==> config.mk <==
export PLATFORM = sky130hd
export DESIGN_NAME = ccu_top
export DESIGN_NICKNAME = d
export VERILOG_FILES = /design/src/ccu_pkg.sv /design/src/ccu_sync.sv /design/src/ccu_top.sv
export SDC_FILE = /design/constraint.sdc
export NUM_CORES = 1
export LEC_CHECK = 0
export BUFFER_PORTS_ARGS = -buffer_cell sky130_fd_sc_hd__buf_2
export CAP_MARGIN = 20
export CORE_MARGIN = 1.5
export CORE_UTILIZATION = 50
export DETAILED_ROUTE_END_ITERATION = 12
export GPL_TIMING_DRIVEN = 0
export MAX_ROUTING_LAYER = met4
export PLACE_DENSITY = 0.72
export SLEW_MARGIN = 30
export SYNTH_ARGS = -nofsm -noshare
export SYNTH_HDL_FRONTEND = slang
export SYNTH_HIERARCHICAL = 1
export SYNTH_SLANG_ARGS = --single-unit
==> constraint.sdc <==
create_clock -name sys_clk -period 3.1 [get_ports sys_clk]
set_clock_uncertainty 0.1 [all_clocks]
set_input_delay 0.31 -clock sys_clk [delete_from_list [all_inputs] [get_ports sys_clk]]
set_output_delay 0.31 -clock sys_clk [all_outputs]
set_load 0.01 [all_outputs]
==> src/ccu_pkg.sv <==
package ccu_pkg;

  localparam int NUM_UNITS = 3;
  localparam int NUM_PINS  = 5;

  // Pin slots on the pin vectors of the top module
  localparam logic [2:0] PIN_UNIT_ONE   = 3'h0;
  localparam logic [2:0] PIN_PORT_C1    = 3'h1;
  localparam logic [2:0] PIN_PORT_E7    = 3'h2;
  localparam logic [2:0] PIN_PORT_B3    = 3'h3;
  localparam logic [2:0] PIN_UNIT_THREE = 3'h4;

  // Register map: three words per unit, then shared registers
  localparam logic [3:0] UNIT_STRIDE = 4'h3;
  localparam logic [3:0] OFF_CTRL    = 4'h0;
  localparam logic [3:0] OFF_VAL_LO  = 4'h1;
  localparam logic [3:0] OFF_VAL_HI  = 4'h2;
  localparam logic [3:0] ADDR_FLAGS  = 4'h9;
  localparam logic [3:0] ADDR_STATUS = 4'hA;
  localparam logic [3:0] ADDR_CONFIG = 4'hB;

  // Control register fields
  localparam int         CTRL_WIDTH    = 6;
  localparam int         CTRL_MODE_MSB = 3;
  localparam logic [5:0] CTRL_RESET    = 6'h00;

  // Mode select codes
  localparam logic [3:0] MODE_OFF        = 4'h0;
  localparam logic [3:0] MODE_CMP_TOGGLE = 4'h2;
  localparam logic [3:0] MODE_CAP_FALL   = 4'h4;
  localparam logic [3:0] MODE_CAP_RISE   = 4'h5;
  localparam logic [3:0] MODE_CAP_RISE4  = 4'h6;
  localparam logic [3:0] MODE_CAP_RISE16 = 4'h7;
  localparam logic [3:0] MODE_CMP_SET    = 4'h8;
  localparam logic [3:0] MODE_CMP_CLR    = 4'h9;
  localparam logic [3:0] MODE_CMP_SWI    = 4'hA;
  localparam logic [3:0] MODE_CMP_SEV    = 4'hB;
  localparam logic [1:0] MODE_GRP_CAP    = 2'h1;
  localparam logic [1:0] MODE_GRP_PWM    = 2'h3;

  // Prescaler terminal counts (edges counted from zero)
  localparam logic [3:0] PRESC_LAST_4  = 4'h3;
  localparam logic [3:0] PRESC_LAST_16 = 4'hF;
  localparam logic [3:0] PRESC_RESET   = 4'h0;

  // Time base assignment codes, bit n of the map set = unit n on the third time base
  localparam logic [1:0] TBSEL_ALL_FIRST = 2'h0;
  localparam logic [1:0] TBSEL_U1_FIRST  = 2'h1;
  localparam logic [1:0] TBSEL_U12_FIRST = 2'h2;
  localparam logic [1:0] TBSEL_ALL_THIRD = 2'h3;
  localparam logic [2:0] TBMAP_ALL_FIRST = 3'h0;
  localparam logic [2:0] TBMAP_U1_FIRST  = 3'h6;
  localparam logic [2:0] TBMAP_U12_FIRST = 3'h4;
  localparam logic [2:0] TBMAP_ALL_THIRD = 3'h7;

  typedef struct packed {
    logic [3:0] addr;
    logic [7:0] wdata;
    logic       wr;
    logic       rd;
  } ccu_bus_req_t;

  typedef struct packed {
    logic [15:0] first_count;
    logic [15:0] third_count;
    logic        first_write;
    logic        third_write;
  } ccu_tb_t;

  typedef struct packed {
    logic [CTRL_WIDTH-1:0] ctrl;
    logic [15:0]           value;
    logic                  flag;
    logic                  cmp_latch;
    logic [3:0]            presc;
    logic                  sense_prev;
    logic                  match_prev;
  } ccu_unit_t;

endpackage : ccu_pkg

==> src/ccu_sync.sv <==
`timescale 1ns/100ps

module ccu_sync #(
  parameter int WIDTH = 5
) (
  input  wire logic             sys_clk,
  input  wire logic             rstn,
  input  wire logic [WIDTH-1:0] async_in,
  output logic      [WIDTH-1:0] sync_out
);

  typedef struct packed {
    logic [WIDTH-1:0] stage1;
    logic [WIDTH-1:0] stage2;
  } ccu_sync_state_t;

  ccu_sync_state_t sync_reg;
  ccu_sync_state_t sync_next;

  // The first stage feeds only the second; nothing else may look at it
  always_comb begin
    sync_next        = sync_reg;
    sync_next.stage1 = async_in;
    sync_next.stage2 = sync_reg.stage1;
  end

  always_ff @(posedge sys_clk) begin
    if (!rstn) begin
      sync_reg <= '0;
    end else begin
      sync_reg <= sync_next;
    end
  end

  assign sync_out = sync_reg.stage2;

endmodule : ccu_sync

==> src/ccu_top.sv <==
`timescale 1ns/100ps

module ccu_top (
  input  wire logic                         sys_clk,
  input  wire logic                         rstn,
  input  wire ccu_pkg::ccu_bus_req_t        bus_req,
  output logic [7:0]                        bus_rdata,
  input  wire ccu_pkg::ccu_tb_t             tb_in,
  input  wire logic [1:0]                   tb_select,
  output logic                              first_tb_clear,
  output logic                              third_tb_clear,
  input  wire logic                         adc_enabled,
  output logic                              adc_start,
  input  wire logic                         unit2_alt_pin_select,
  input  wire logic                         ext_bus_mode,
  input  wire logic                         pins_80,
  input  wire logic [ccu_pkg::NUM_PINS-1:0] pin_in,
  input  wire logic [ccu_pkg::NUM_PINS-1:0] port_latch,
  input  wire logic [ccu_pkg::NUM_PINS-1:0] pin_direction_bits,
  output logic [ccu_pkg::NUM_PINS-1:0]      pin_out,
  output logic [ccu_pkg::NUM_PINS-1:0]      pin_oe_n,
  output logic [ccu_pkg::NUM_UNITS-1:0]     unit_event_flag
);

  typedef struct packed {
    ccu_pkg::ccu_unit_t [ccu_pkg::NUM_UNITS-1:0] unit;
    logic [7:0]                                  rdata;
    logic                                        first_clr;
    logic                                        third_clr;
    logic                                        adc_go;
    logic [ccu_pkg::NUM_PINS-1:0]                pin_out;
    logic [ccu_pkg::NUM_PINS-1:0]                pin_oe_n;
  } ccu_state_t;

  ccu_state_t                   st_reg;
  ccu_state_t                   st_next;
  logic [ccu_pkg::NUM_PINS-1:0] pin_sync;

  ccu_sync #(
    .WIDTH (ccu_pkg::NUM_PINS)
  ) u_pin_sync (
    .sys_clk  (sys_clk),
    .rstn     (rstn),
    .async_in (pin_in),
    .sync_out (pin_sync)
  );

  always_comb begin
    logic [2:0]  use_third;
    logic [2:0]  unit_pin [ccu_pkg::NUM_UNITS];
    logic [2:0]  unit2_alt;
    logic [3:0]  mode;
    logic [3:0]  wmode;
    logic [3:0]  base;
    logic        is_cap;
    logic        is_cmp;
    logic        drives_pin;
    logic [15:0] count;
    logic        match;
    logic        match_rise;
    logic        sense;
    logic        rise;
    logic        fall;
    logic        cap_ev;
    logic        sev;
    logic        clr_first;
    logic        clr_third;
    logic        adc_req;
    use_third  = ccu_pkg::TBMAP_ALL_FIRST;
    unit2_alt  = ccu_pkg::PIN_PORT_E7;
    mode       = ccu_pkg::MODE_OFF;
    wmode      = ccu_pkg::MODE_OFF;
    base       = 4'h0;
    is_cap     = 1'b0;
    is_cmp     = 1'b0;
    drives_pin = 1'b0;
    count      = 16'h0000;
    match      = 1'b0;
    match_rise = 1'b0;
    sense      = 1'b0;
    rise       = 1'b0;
    fall       = 1'b0;
    cap_ev     = 1'b0;
    sev        = 1'b0;
    clr_first  = 1'b0;
    clr_third  = 1'b0;
    adc_req    = 1'b0;
    unit_pin   = '{default: ccu_pkg::PIN_UNIT_ONE};
    st_next    = st_reg;

    // Time base map, bit n set when unit n counts against the third base
    case (tb_select)
      ccu_pkg::TBSEL_ALL_FIRST: use_third = ccu_pkg::TBMAP_ALL_FIRST;
      ccu_pkg::TBSEL_U1_FIRST:  use_third = ccu_pkg::TBMAP_U1_FIRST;
      ccu_pkg::TBSEL_U12_FIRST: use_third = ccu_pkg::TBMAP_U12_FIRST;
      default:                  use_third = ccu_pkg::TBMAP_ALL_THIRD;
    endcase

    // Unit two routing; the direction bit stays with whichever pin is chosen
    if (pins_80 && ext_bus_mode) begin
      unit2_alt = ccu_pkg::PIN_PORT_B3;
    end else begin
      unit2_alt = ccu_pkg::PIN_PORT_E7;
    end
    unit_pin[0] = ccu_pkg::PIN_UNIT_ONE;
    unit_pin[1] = unit2_alt_pin_select ? ccu_pkg::PIN_PORT_C1 : unit2_alt;
    unit_pin[2] = ccu_pkg::PIN_UNIT_THREE;

    // Default pin behaviour is the general-purpose port
    st_next.pin_out  = port_latch;
    st_next.pin_oe_n = pin_direction_bits;

    for (int u = 0; u < ccu_pkg::NUM_UNITS; u++) begin
      base   = 4'(ccu_pkg::UNIT_STRIDE * 4'(u));
      mode   = st_reg.unit[u].ctrl[ccu_pkg::CTRL_MODE_MSB:0];
      is_cap = (mode[3:2] == ccu_pkg::MODE_GRP_CAP);
      is_cmp = (mode == ccu_pkg::MODE_CMP_TOGGLE) || (mode == ccu_pkg::MODE_CMP_SET) ||
               (mode == ccu_pkg::MODE_CMP_CLR) || (mode == ccu_pkg::MODE_CMP_SWI) ||
               (mode == ccu_pkg::MODE_CMP_SEV);

      // PWM codes never reach these counts; only the first or third base is used
      count = use_third[u] ? tb_in.third_count : tb_in.first_count;

      // Output pins sense their own driven level so a port write can capture
      if (pin_direction_bits[unit_pin[u]]) begin
        sense = pin_sync[unit_pin[u]];
      end else begin
        sense = st_reg.pin_out[unit_pin[u]];
      end
      rise = sense && !st_reg.unit[u].sense_prev;
      fall = !sense && st_reg.unit[u].sense_prev;
      st_next.unit[u].sense_prev = sense;

      // Match acts once per equality episode, not on every cycle it holds
      match      = is_cmp && (st_reg.unit[u].value == count);
      match_rise = match && !st_reg.unit[u].match_prev;
      st_next.unit[u].match_prev = match;

      // Software writes
      if (bus_req.wr) begin
        if (bus_req.addr == base + ccu_pkg::OFF_CTRL) begin
          wmode = bus_req.wdata[ccu_pkg::CTRL_MODE_MSB:0];
          st_next.unit[u].ctrl = bus_req.wdata[ccu_pkg::CTRL_WIDTH-1:0];
          if (wmode == ccu_pkg::MODE_OFF) begin
            st_next.unit[u].cmp_latch = 1'b0;
          end else if (wmode == ccu_pkg::MODE_CMP_SET) begin
            st_next.unit[u].cmp_latch = 1'b0;
          end else if (wmode == ccu_pkg::MODE_CMP_CLR) begin
            st_next.unit[u].cmp_latch = 1'b1;
          end
        end else if (bus_req.addr == base + ccu_pkg::OFF_VAL_LO) begin
          st_next.unit[u].value[7:0] = bus_req.wdata;
        end else if (bus_req.addr == base + ccu_pkg::OFF_VAL_HI) begin
          st_next.unit[u].value[15:8] = bus_req.wdata;
        end else if (bus_req.addr == ccu_pkg::ADDR_FLAGS) begin
          if (bus_req.wdata[u]) begin
            st_next.unit[u].flag = 1'b0;
          end
        end
      end

      // Capture event and prescaler; switching between capture codes keeps the count
      cap_ev = 1'b0;
      if (!is_cap) begin
        st_next.unit[u].presc = ccu_pkg::PRESC_RESET;
      end else begin
        case (mode)
          ccu_pkg::MODE_CAP_FALL: cap_ev = fall;
          ccu_pkg::MODE_CAP_RISE: cap_ev = rise;
          ccu_pkg::MODE_CAP_RISE4: begin
            if (rise) begin
              if (st_reg.unit[u].presc >= ccu_pkg::PRESC_LAST_4) begin
                cap_ev = 1'b1;
                st_next.unit[u].presc = ccu_pkg::PRESC_RESET;
              end else begin
                st_next.unit[u].presc = st_reg.unit[u].presc + 4'h1;
              end
            end
          end
          default: begin
            if (rise) begin
              if (st_reg.unit[u].presc >= ccu_pkg::PRESC_LAST_16) begin
                cap_ev = 1'b1;
                st_next.unit[u].presc = ccu_pkg::PRESC_RESET;
              end else begin
                st_next.unit[u].presc = st_reg.unit[u].presc + 4'h1;
              end
            end
          end
        endcase
      end
      if (cap_ev) begin
        st_next.unit[u].value = count;
        st_next.unit[u].flag  = 1'b1;
      end

      // Compare actions
      sev = 1'b0;
      if (match_rise) begin
        st_next.unit[u].flag = 1'b1;
        case (mode)
          ccu_pkg::MODE_CMP_TOGGLE: st_next.unit[u].cmp_latch = !st_reg.unit[u].cmp_latch;
          ccu_pkg::MODE_CMP_SET:    st_next.unit[u].cmp_latch = 1'b1;
          ccu_pkg::MODE_CMP_CLR:    st_next.unit[u].cmp_latch = 1'b0;
          ccu_pkg::MODE_CMP_SEV:    sev = (u != 2);
          default:                  sev = 1'b0;
        endcase
      end
      if (sev) begin
        if (use_third[u]) begin
          clr_third = 1'b1;
        end else begin
          clr_first = 1'b1;
        end
        if (u == 1) begin
          adc_req = adc_enabled;
        end
      end

      // Only pin-action compare modes take the pin from the compare latch instead of the port latch
      drives_pin = (mode == ccu_pkg::MODE_CMP_TOGGLE) || (mode == ccu_pkg::MODE_CMP_SET) ||
                   (mode == ccu_pkg::MODE_CMP_CLR);
      if (drives_pin) begin
        st_next.pin_out[unit_pin[u]] = st_next.unit[u].cmp_latch;
      end
    end

    st_next.first_clr = clr_first && !tb_in.first_write;
    st_next.third_clr = clr_third && !tb_in.third_write;
    st_next.adc_go    = adc_req;

    // Read data stand for exactly one cycle after the strobe
    st_next.rdata = 8'h00;
    if (bus_req.rd) begin
      for (int u = 0; u < ccu_pkg::NUM_UNITS; u++) begin
        base = 4'(ccu_pkg::UNIT_STRIDE * 4'(u));
        if (bus_req.addr == base + ccu_pkg::OFF_CTRL) begin
          st_next.rdata = {2'b00, st_reg.unit[u].ctrl};
        end else if (bus_req.addr == base + ccu_pkg::OFF_VAL_LO) begin
          st_next.rdata = st_reg.unit[u].value[7:0];
        end else if (bus_req.addr == base + ccu_pkg::OFF_VAL_HI) begin
          st_next.rdata = st_reg.unit[u].value[15:8];
        end
      end
      if (bus_req.addr == ccu_pkg::ADDR_FLAGS) begin
        st_next.rdata = {5'b00000, st_reg.unit[2].flag, st_reg.unit[1].flag, st_reg.unit[0].flag};
      end else if (bus_req.addr == ccu_pkg::ADDR_STATUS) begin
        st_next.rdata = {2'b00, st_reg.unit[2].sense_prev, st_reg.unit[1].sense_prev,
                         st_reg.unit[0].sense_prev, st_reg.unit[2].cmp_latch,
                         st_reg.unit[1].cmp_latch, st_reg.unit[0].cmp_latch};
      end else if (bus_req.addr == ccu_pkg::ADDR_CONFIG) begin
        st_next.rdata = {2'b00, unit_pin[1], tb_select, unit2_alt_pin_select};
      end
    end
  end

  // Pins are released (not driven) during reset; all else clears to zero
  always_ff @(posedge sys_clk) begin
    if (!rstn) begin
      st_reg          <= '0;
      st_reg.pin_oe_n <= '1;
    end else begin
      st_reg <= st_next;
    end
  end

  assign bus_rdata       = st_reg.rdata;
  assign first_tb_clear  = st_reg.first_clr;
  assign third_tb_clear  = st_reg.third_clr;
  assign adc_start       = st_reg.adc_go;
  assign pin_out         = st_reg.pin_out;
  assign pin_oe_n        = st_reg.pin_oe_n;
  assign unit_event_flag = {st_reg.unit[2].flag, st_reg.unit[1].flag, st_reg.unit[0].flag};

endmodule : ccu_top
**Word level (Yosys, flattened, before mapping)**

Cells that the tools add are included.

- $add $sub $neg: 3
- Order comparisons: 8
- Equal/unequal tests: 60
- Multiplexer cells: 126
- Bitwise gates (word level): 5
- Reduce and logical (&&, ||, !) cells: 88

Operators with widths:

| operator | number |
|---|---|
| 8-bit 2-to-1 mux | 17 |
| 17-bit 2-to-1 mux | 6 |
| 4-bit == test, second input constant | 18 |
| 1-bit 2-to-1 mux | 61 |
| 18-bit 2-to-1 mux | 3 |
| 4-bit by 3-bit == test with 1-bit output, second input constant | 13 |
| 16-bit == test | 3 |
| 16-bit 2-to-1 mux | 3 |
| 4-bit 2-to-1 mux | 12 |
| 3-bit nonzero test | 9 |
| 4-bit one-hot mux with 2 select lines | 3 |
| 2-bit AND reduction | 11 |
| 4-bit by 2-bit == test with 1-bit output, second input constant | 5 |
| 6-bit 2-to-1 mux | 3 |
| 3-bit by 2-bit != test with 1-bit output, second input constant | 6 |
| 1-bit one-hot mux with 3 select lines | 6 |
| 6-bit AND reduction | 3 |
| 2-bit nonzero test | 9 |
| 1-bit logical AND | 16 |
| 1-bit logical NOT | 14 |
| 4-bit by 1-bit adder with 4-bit output, second input constant | 3 |
| 4-bit by 2-bit >= comparator with 1-bit output, second input constant | 3 |
| 4-bit >= comparator, second input constant | 3 |
| 1-bit logical OR | 12 |
| 23 further kinds | 48 |

- Register bits: 121
- Input port bits: 71
- Output and inout port bits: 24
- Logic and storage cells: 324

**Longest topological paths before layout**

- Depth in word-level cells: 15
- Gate-level depth with buffers: 11
- Mapped depth without buffers: 8

**Modules after synthesis**

Netlist, hierarchy kept.

Modules (own cells, without submodules):

| module | instances | cells an instance | area each (µm²) | sequential area each (µm²) |
|---|---|---|---|---|
| ccu_top | 1 | 955 | 7572.3 | 2222.1 |
| ccu_sync | 1 | 20 | 262.8 | 200.2 |

**Least setup slack after synthesis**

OpenSTA, ideal clock, no wires.

- Kind: input to register
- From: in tb_select[0]
- To: reg st_reg, in the netlist pin_out[3]
- Setup time: 0.122 ns
- Data arrival time: 2.464 ns
- Data required time: 2.878 ns
- Path slack: 0.414 ns
- Stages on the path: 9
- Buffers on the path: 2
- Cell sequence: buf_2 buf_2 mux2i_1 xnor2_1 nor4_1 nand2_1 nor4_2 mux2_2 o311a_1

- Cells in the longest elaborated chain, start to end: 9

Ends and longest elaborated chain:

| element | RTL line | source |
|---|---|---|
| start: declaration | ccu_top.sv:9 | `input wire logic [1:0] tb_select,` |
| 2-bit == test (tied with other cells) | ccu_top.sv:92 | `case (tb_select)` |
| 3-bit one-hot mux with 3 select lines (*) | ccu_top.sv:92 |  |
| 16-bit 2-to-1 mux (*) | ccu_top.sv:122 | `count = use_third[u] ? tb_in.third_count : tb_in.first_count;` |
| 16-bit == test (*) | ccu_top.sv:135 | `match = is_cmp && (st_reg.unit[u].value == count);` |
| 1-bit logical AND (*) | ccu_top.sv:135 |  |
| 1-bit logical AND (*) | ccu_top.sv:136 | `match_rise = match && !st_reg.unit[u].match_prev;` |
| 2-bit 2-to-1 mux (*) | ccu_top.sv:199 | `if (match_rise) begin` |
| 5-bit bitwise mux (*) | ccu_top.sv:224 | `st_next.pin_out[unit_pin[u]] = st_next.unit[u].cmp_latch;` |
| 5-bit 2-to-1 mux (*) | ccu_top.sv:223 | `if (drives_pin) begin` |
| end signal: assignment | ccu_top.sv:263 | `st_reg <= st_next;` |
| end: declaration | ccu_top.sv:35 | `ccu_state_t st_reg;` |

Mark *: on every way between the ends. The rest lies on a longest branch, timed or not.
A chain may end at the register's enable or synchronous reset.

**Final worst setup path**

Same ends and word-level chain as after synthesis.

==> results.json <==
{
  "holdPathStages": 3,
  "path_delay_family": "simple AND/OR/NAND/NOR gates",
  "cts_buffers": 17,
  "final_util": 0.609,
  "stdcell_area_um2": 9290,
  "rsz0062_at_grt": "no",
  "viasPerCell": 6.09,
  "synth_cell_types": 73,
  "slowest_stage": "mux2i_1",
  "fin_ws_ns": 0.194,
  "yosys_warnings": 6,
  "arrival_ns": 3.13,
  "post-cts-setup-buffers": 0,
  "drv_slew": 0,
  "critPathMaxStageDelay_ns": 0.48,
  "row_count": 45,
  "hp-start": "adc_enabled",
  "period_share": 0.937,
  "start_util": 0.513,
  "yosys.area.top_type_share": 0.309,
  "worstPathMaxFanout": 10,
  "cts_tree": "done",
  "cts.sinks": 121,
  "cpMostUsedCell": "buf_2",
  "synthMuxAreaShare": 0.145,
  "synth_area_leaders": "dfxtp_1 31%, mux2i_1 8.2%, nor2_1 5.7%",
  "clk_latency_ns": 0.44,
  "cts_root_buf": "clkbuf_16",
  "synthSimpleGateAreaFrac": 0.230,
  "worstMarginPinSlew_ns": 0.911,
  "period_minus_slack_ns": 2.91,
  "min_path_type": "in -> reg",
  "tns_ns": 0,
  "crit_chain": "buf_2 > buf_2 > mux2i_1 > xnor2_1 > nor4_1 > nand2_1 > nor4_4 > mux2_2 > o311a_1",
  "htreeDepth": 4,
  "start_kind": "input port",
  "grt_pass1_vias": 7381,
  "yosysSeqAreaShare": 0.309,
  "yosysTopAreaCell": "dfxtp_1",
  "areaGrowthSynthToFinish_pct": 18.5,
  "synth-adder-area-share": 0.00479,
  "drt-initial-drc-count": 1071,
  "syn_avg_cell_area_um2": 8.04,
  "holdWs_ns": 0.0194,
  "seqCellArea_um2": 2420,
  "pre_cts_slack_ns": -0.364,
  "grt_overflow": 0,
  "worstRegToRegCells": 7,
  "max_slew_margin": 0.390,
  "synth_xor_area_frac": 0.0570,
  "ys.flop_type": "dfxtp_1",
  "grtUsageTotal": 0.369,
  "final-hold-violation-count": 0,
  "grt_pass1_wl_um": 43900,
  "routedWlPerCell_um": 21.9,
  "synth_nets": 1049,
  "syn-cell-area_um2": 7840,
  "vias": 8028,
  "path_buf_inv": 2,
  "multi_input_area_um2": 4920,
  "finalSetupViolCount": 0,
  "core_area_um2": 15300,
  "fillers": 1425,
  "end_kind": "flip-flop",
  "r2r_end": "third_tb_clear",
  "maxCapViolCount": 0,
  "synth_top_family_by_area": "simple AND/OR/NAND/NOR gates",
  "worst-path-stages": 9,
  "drc": 0,
  "synth_compound_area_frac": 0.189,
  "clk_pin_slew_ns": 0.07,
  "min_to": "adc_start",
  "vdd_drop_max_uv": 368,
  "ant_nets": 0,
  "synth-seq-cells": 121,
  "clockBufferDepth": 2,
  "postPlaceCellArea_um2": 8550,
  "r2r_setup_slack_ns": 0.24,
  "io_buffers": 87,
  "syn_inst": 975,
  "synth_common_cells": "121 x dfxtp_1, 118 x nor2_1, 80 x nand2_1",
  "dieArea_um2": 16400,
  "async_flop_share": 0,
  "yosysMostFrequentCell": "dfxtp_1",
  "leakagePower_nw": 3.54,
  "fmax_mhz": 344,
  "io-pin-count": 95,
  "drive_gt1_frac": 0.190,
  "die_height_um": 128,
  "dpl.hpwl_um": 21600,
  "synth_edf_count": 0,
  "finalWirelength_um": 28800,
  "antenna_found_initial": 0,
  "nets": 1167,
  "largest_reg_flops": 87,
  "firstDrtPassIters": 6,
  "critPathKind": "in -> reg",
  "grt_max_degree": 17,
  "required_ns": 3.33,
  "r2r_start": "st_reg[30]",
  "routabilityCongestion": 0.998,
  "die_width_um": 128,
  "outcome": "completed",
  "powerDensity_nw_per_um2": 459
}
-- cells in the final DEF, fill, tap and decap left out, types with 23 or more instances in the layout --
cell	synthesis	routed
clkbuf_1	49	48
nor2_1	118	116
inv_1	23	23
nand2b_1	28	28
nand3_1	40	40
nand2_1	80	80
o21ai_0	29	29
a211oi_1	25	25
xnor2_1	37	37
dfxtp_1	121	121
mux2_2	35	35
buf_2	7	94
mux2i_1	64	64
a21oi_1	71	71
-- routing by layer --
layer | vias up | global-route usage | share of wire
li1 | 3726 | - | -
met1 | 3749 | 0.478 | 0.41
met2 | 465 | 0.552 | 0.44
met3 | 88 | 0.0726 | 0.11
met4 | 0 | 0.176 | 0.043
met5 | - | - | 0
-- power by group --
part           switching, mW  total [mW]  internal (mW)
logic                  0.358       0.576          0.218
registers             0.0262        1.61           1.58
clock network          0.920        2.08           1.16
-- metrics by stage --
stage / cells / total power, mW
6_report: 1318 / 4.26
4_1_cts: 1318 / 4.24
3_5_place_dp: 1274 / 2.19
3_3_place_gp: 1273 / 2.19
2_1_floorplan: 975 / 1.97
5_1_grt: 1317 / 4.36
-- worst reg2reg max path, cell delays in order, from the launching register on --
cell and delay (ns):
dfxtp_1 0.49, nor2b_1 0.13, o41ai_1 0.29, o21ai_0 0.16, or4_4 0.58, nor4_4 0.50
nand3_2 0.14, a2111oi_2 0.38
-- cell type report --
class                      instances  area share
antenna                            1    0.000270
inverter                          25      0.0101
buffer                            83      0.0447
clock inverter                    15      0.0189
multi-input combinational        745       0.530
clock buffer                      17      0.0458
timing repair buffer             100      0.0606
tap                              211      0.0284
sequential                       121       0.261
-- logic make-up (layout without fill, tap and decap cells) --
kind of cell             Yosys count  in the layout
AND/OR/NAND/NOR                  367            367
AO/OA/AOI/OAI                    220            220
flip-flops                       121            121
buffers and inverters            109            240
multiplexers                     104            104
XOR/XNOR                          51             51
adder cells (fa/ha/maj)            3              3
other                              0              1
-- how the worst max path moves through the flow --
| stage | startpoint | to | slack, ns |
|---|---|---|---|
| after detailed placement | tb_select[0] | pin_out[3] | -0.36 |
| after global placement | tb_select[0] | pin_out[3] | -0.34 |
| final | tb_select[0] | pin_out[3] | 0.19 |
| after floorplan | tb_select[0] | pin_out[3] | 0.41 |
| after CTS | st_reg[46] | st_reg[35] | 0.02 |
| after global routing | tb_select[0] | pin_out[4] | 0.02 |
-- what timing repair did --
item | 4_1_cts | 5_1_grt
hold buffers | 12 | 0
hold endpoints to repair | 12 | 0
endpoints found under the setup margin | 0 | 22
gates resized for setup | 0 | 4
No activity file was read; power rests on OpenSTA's default activity.
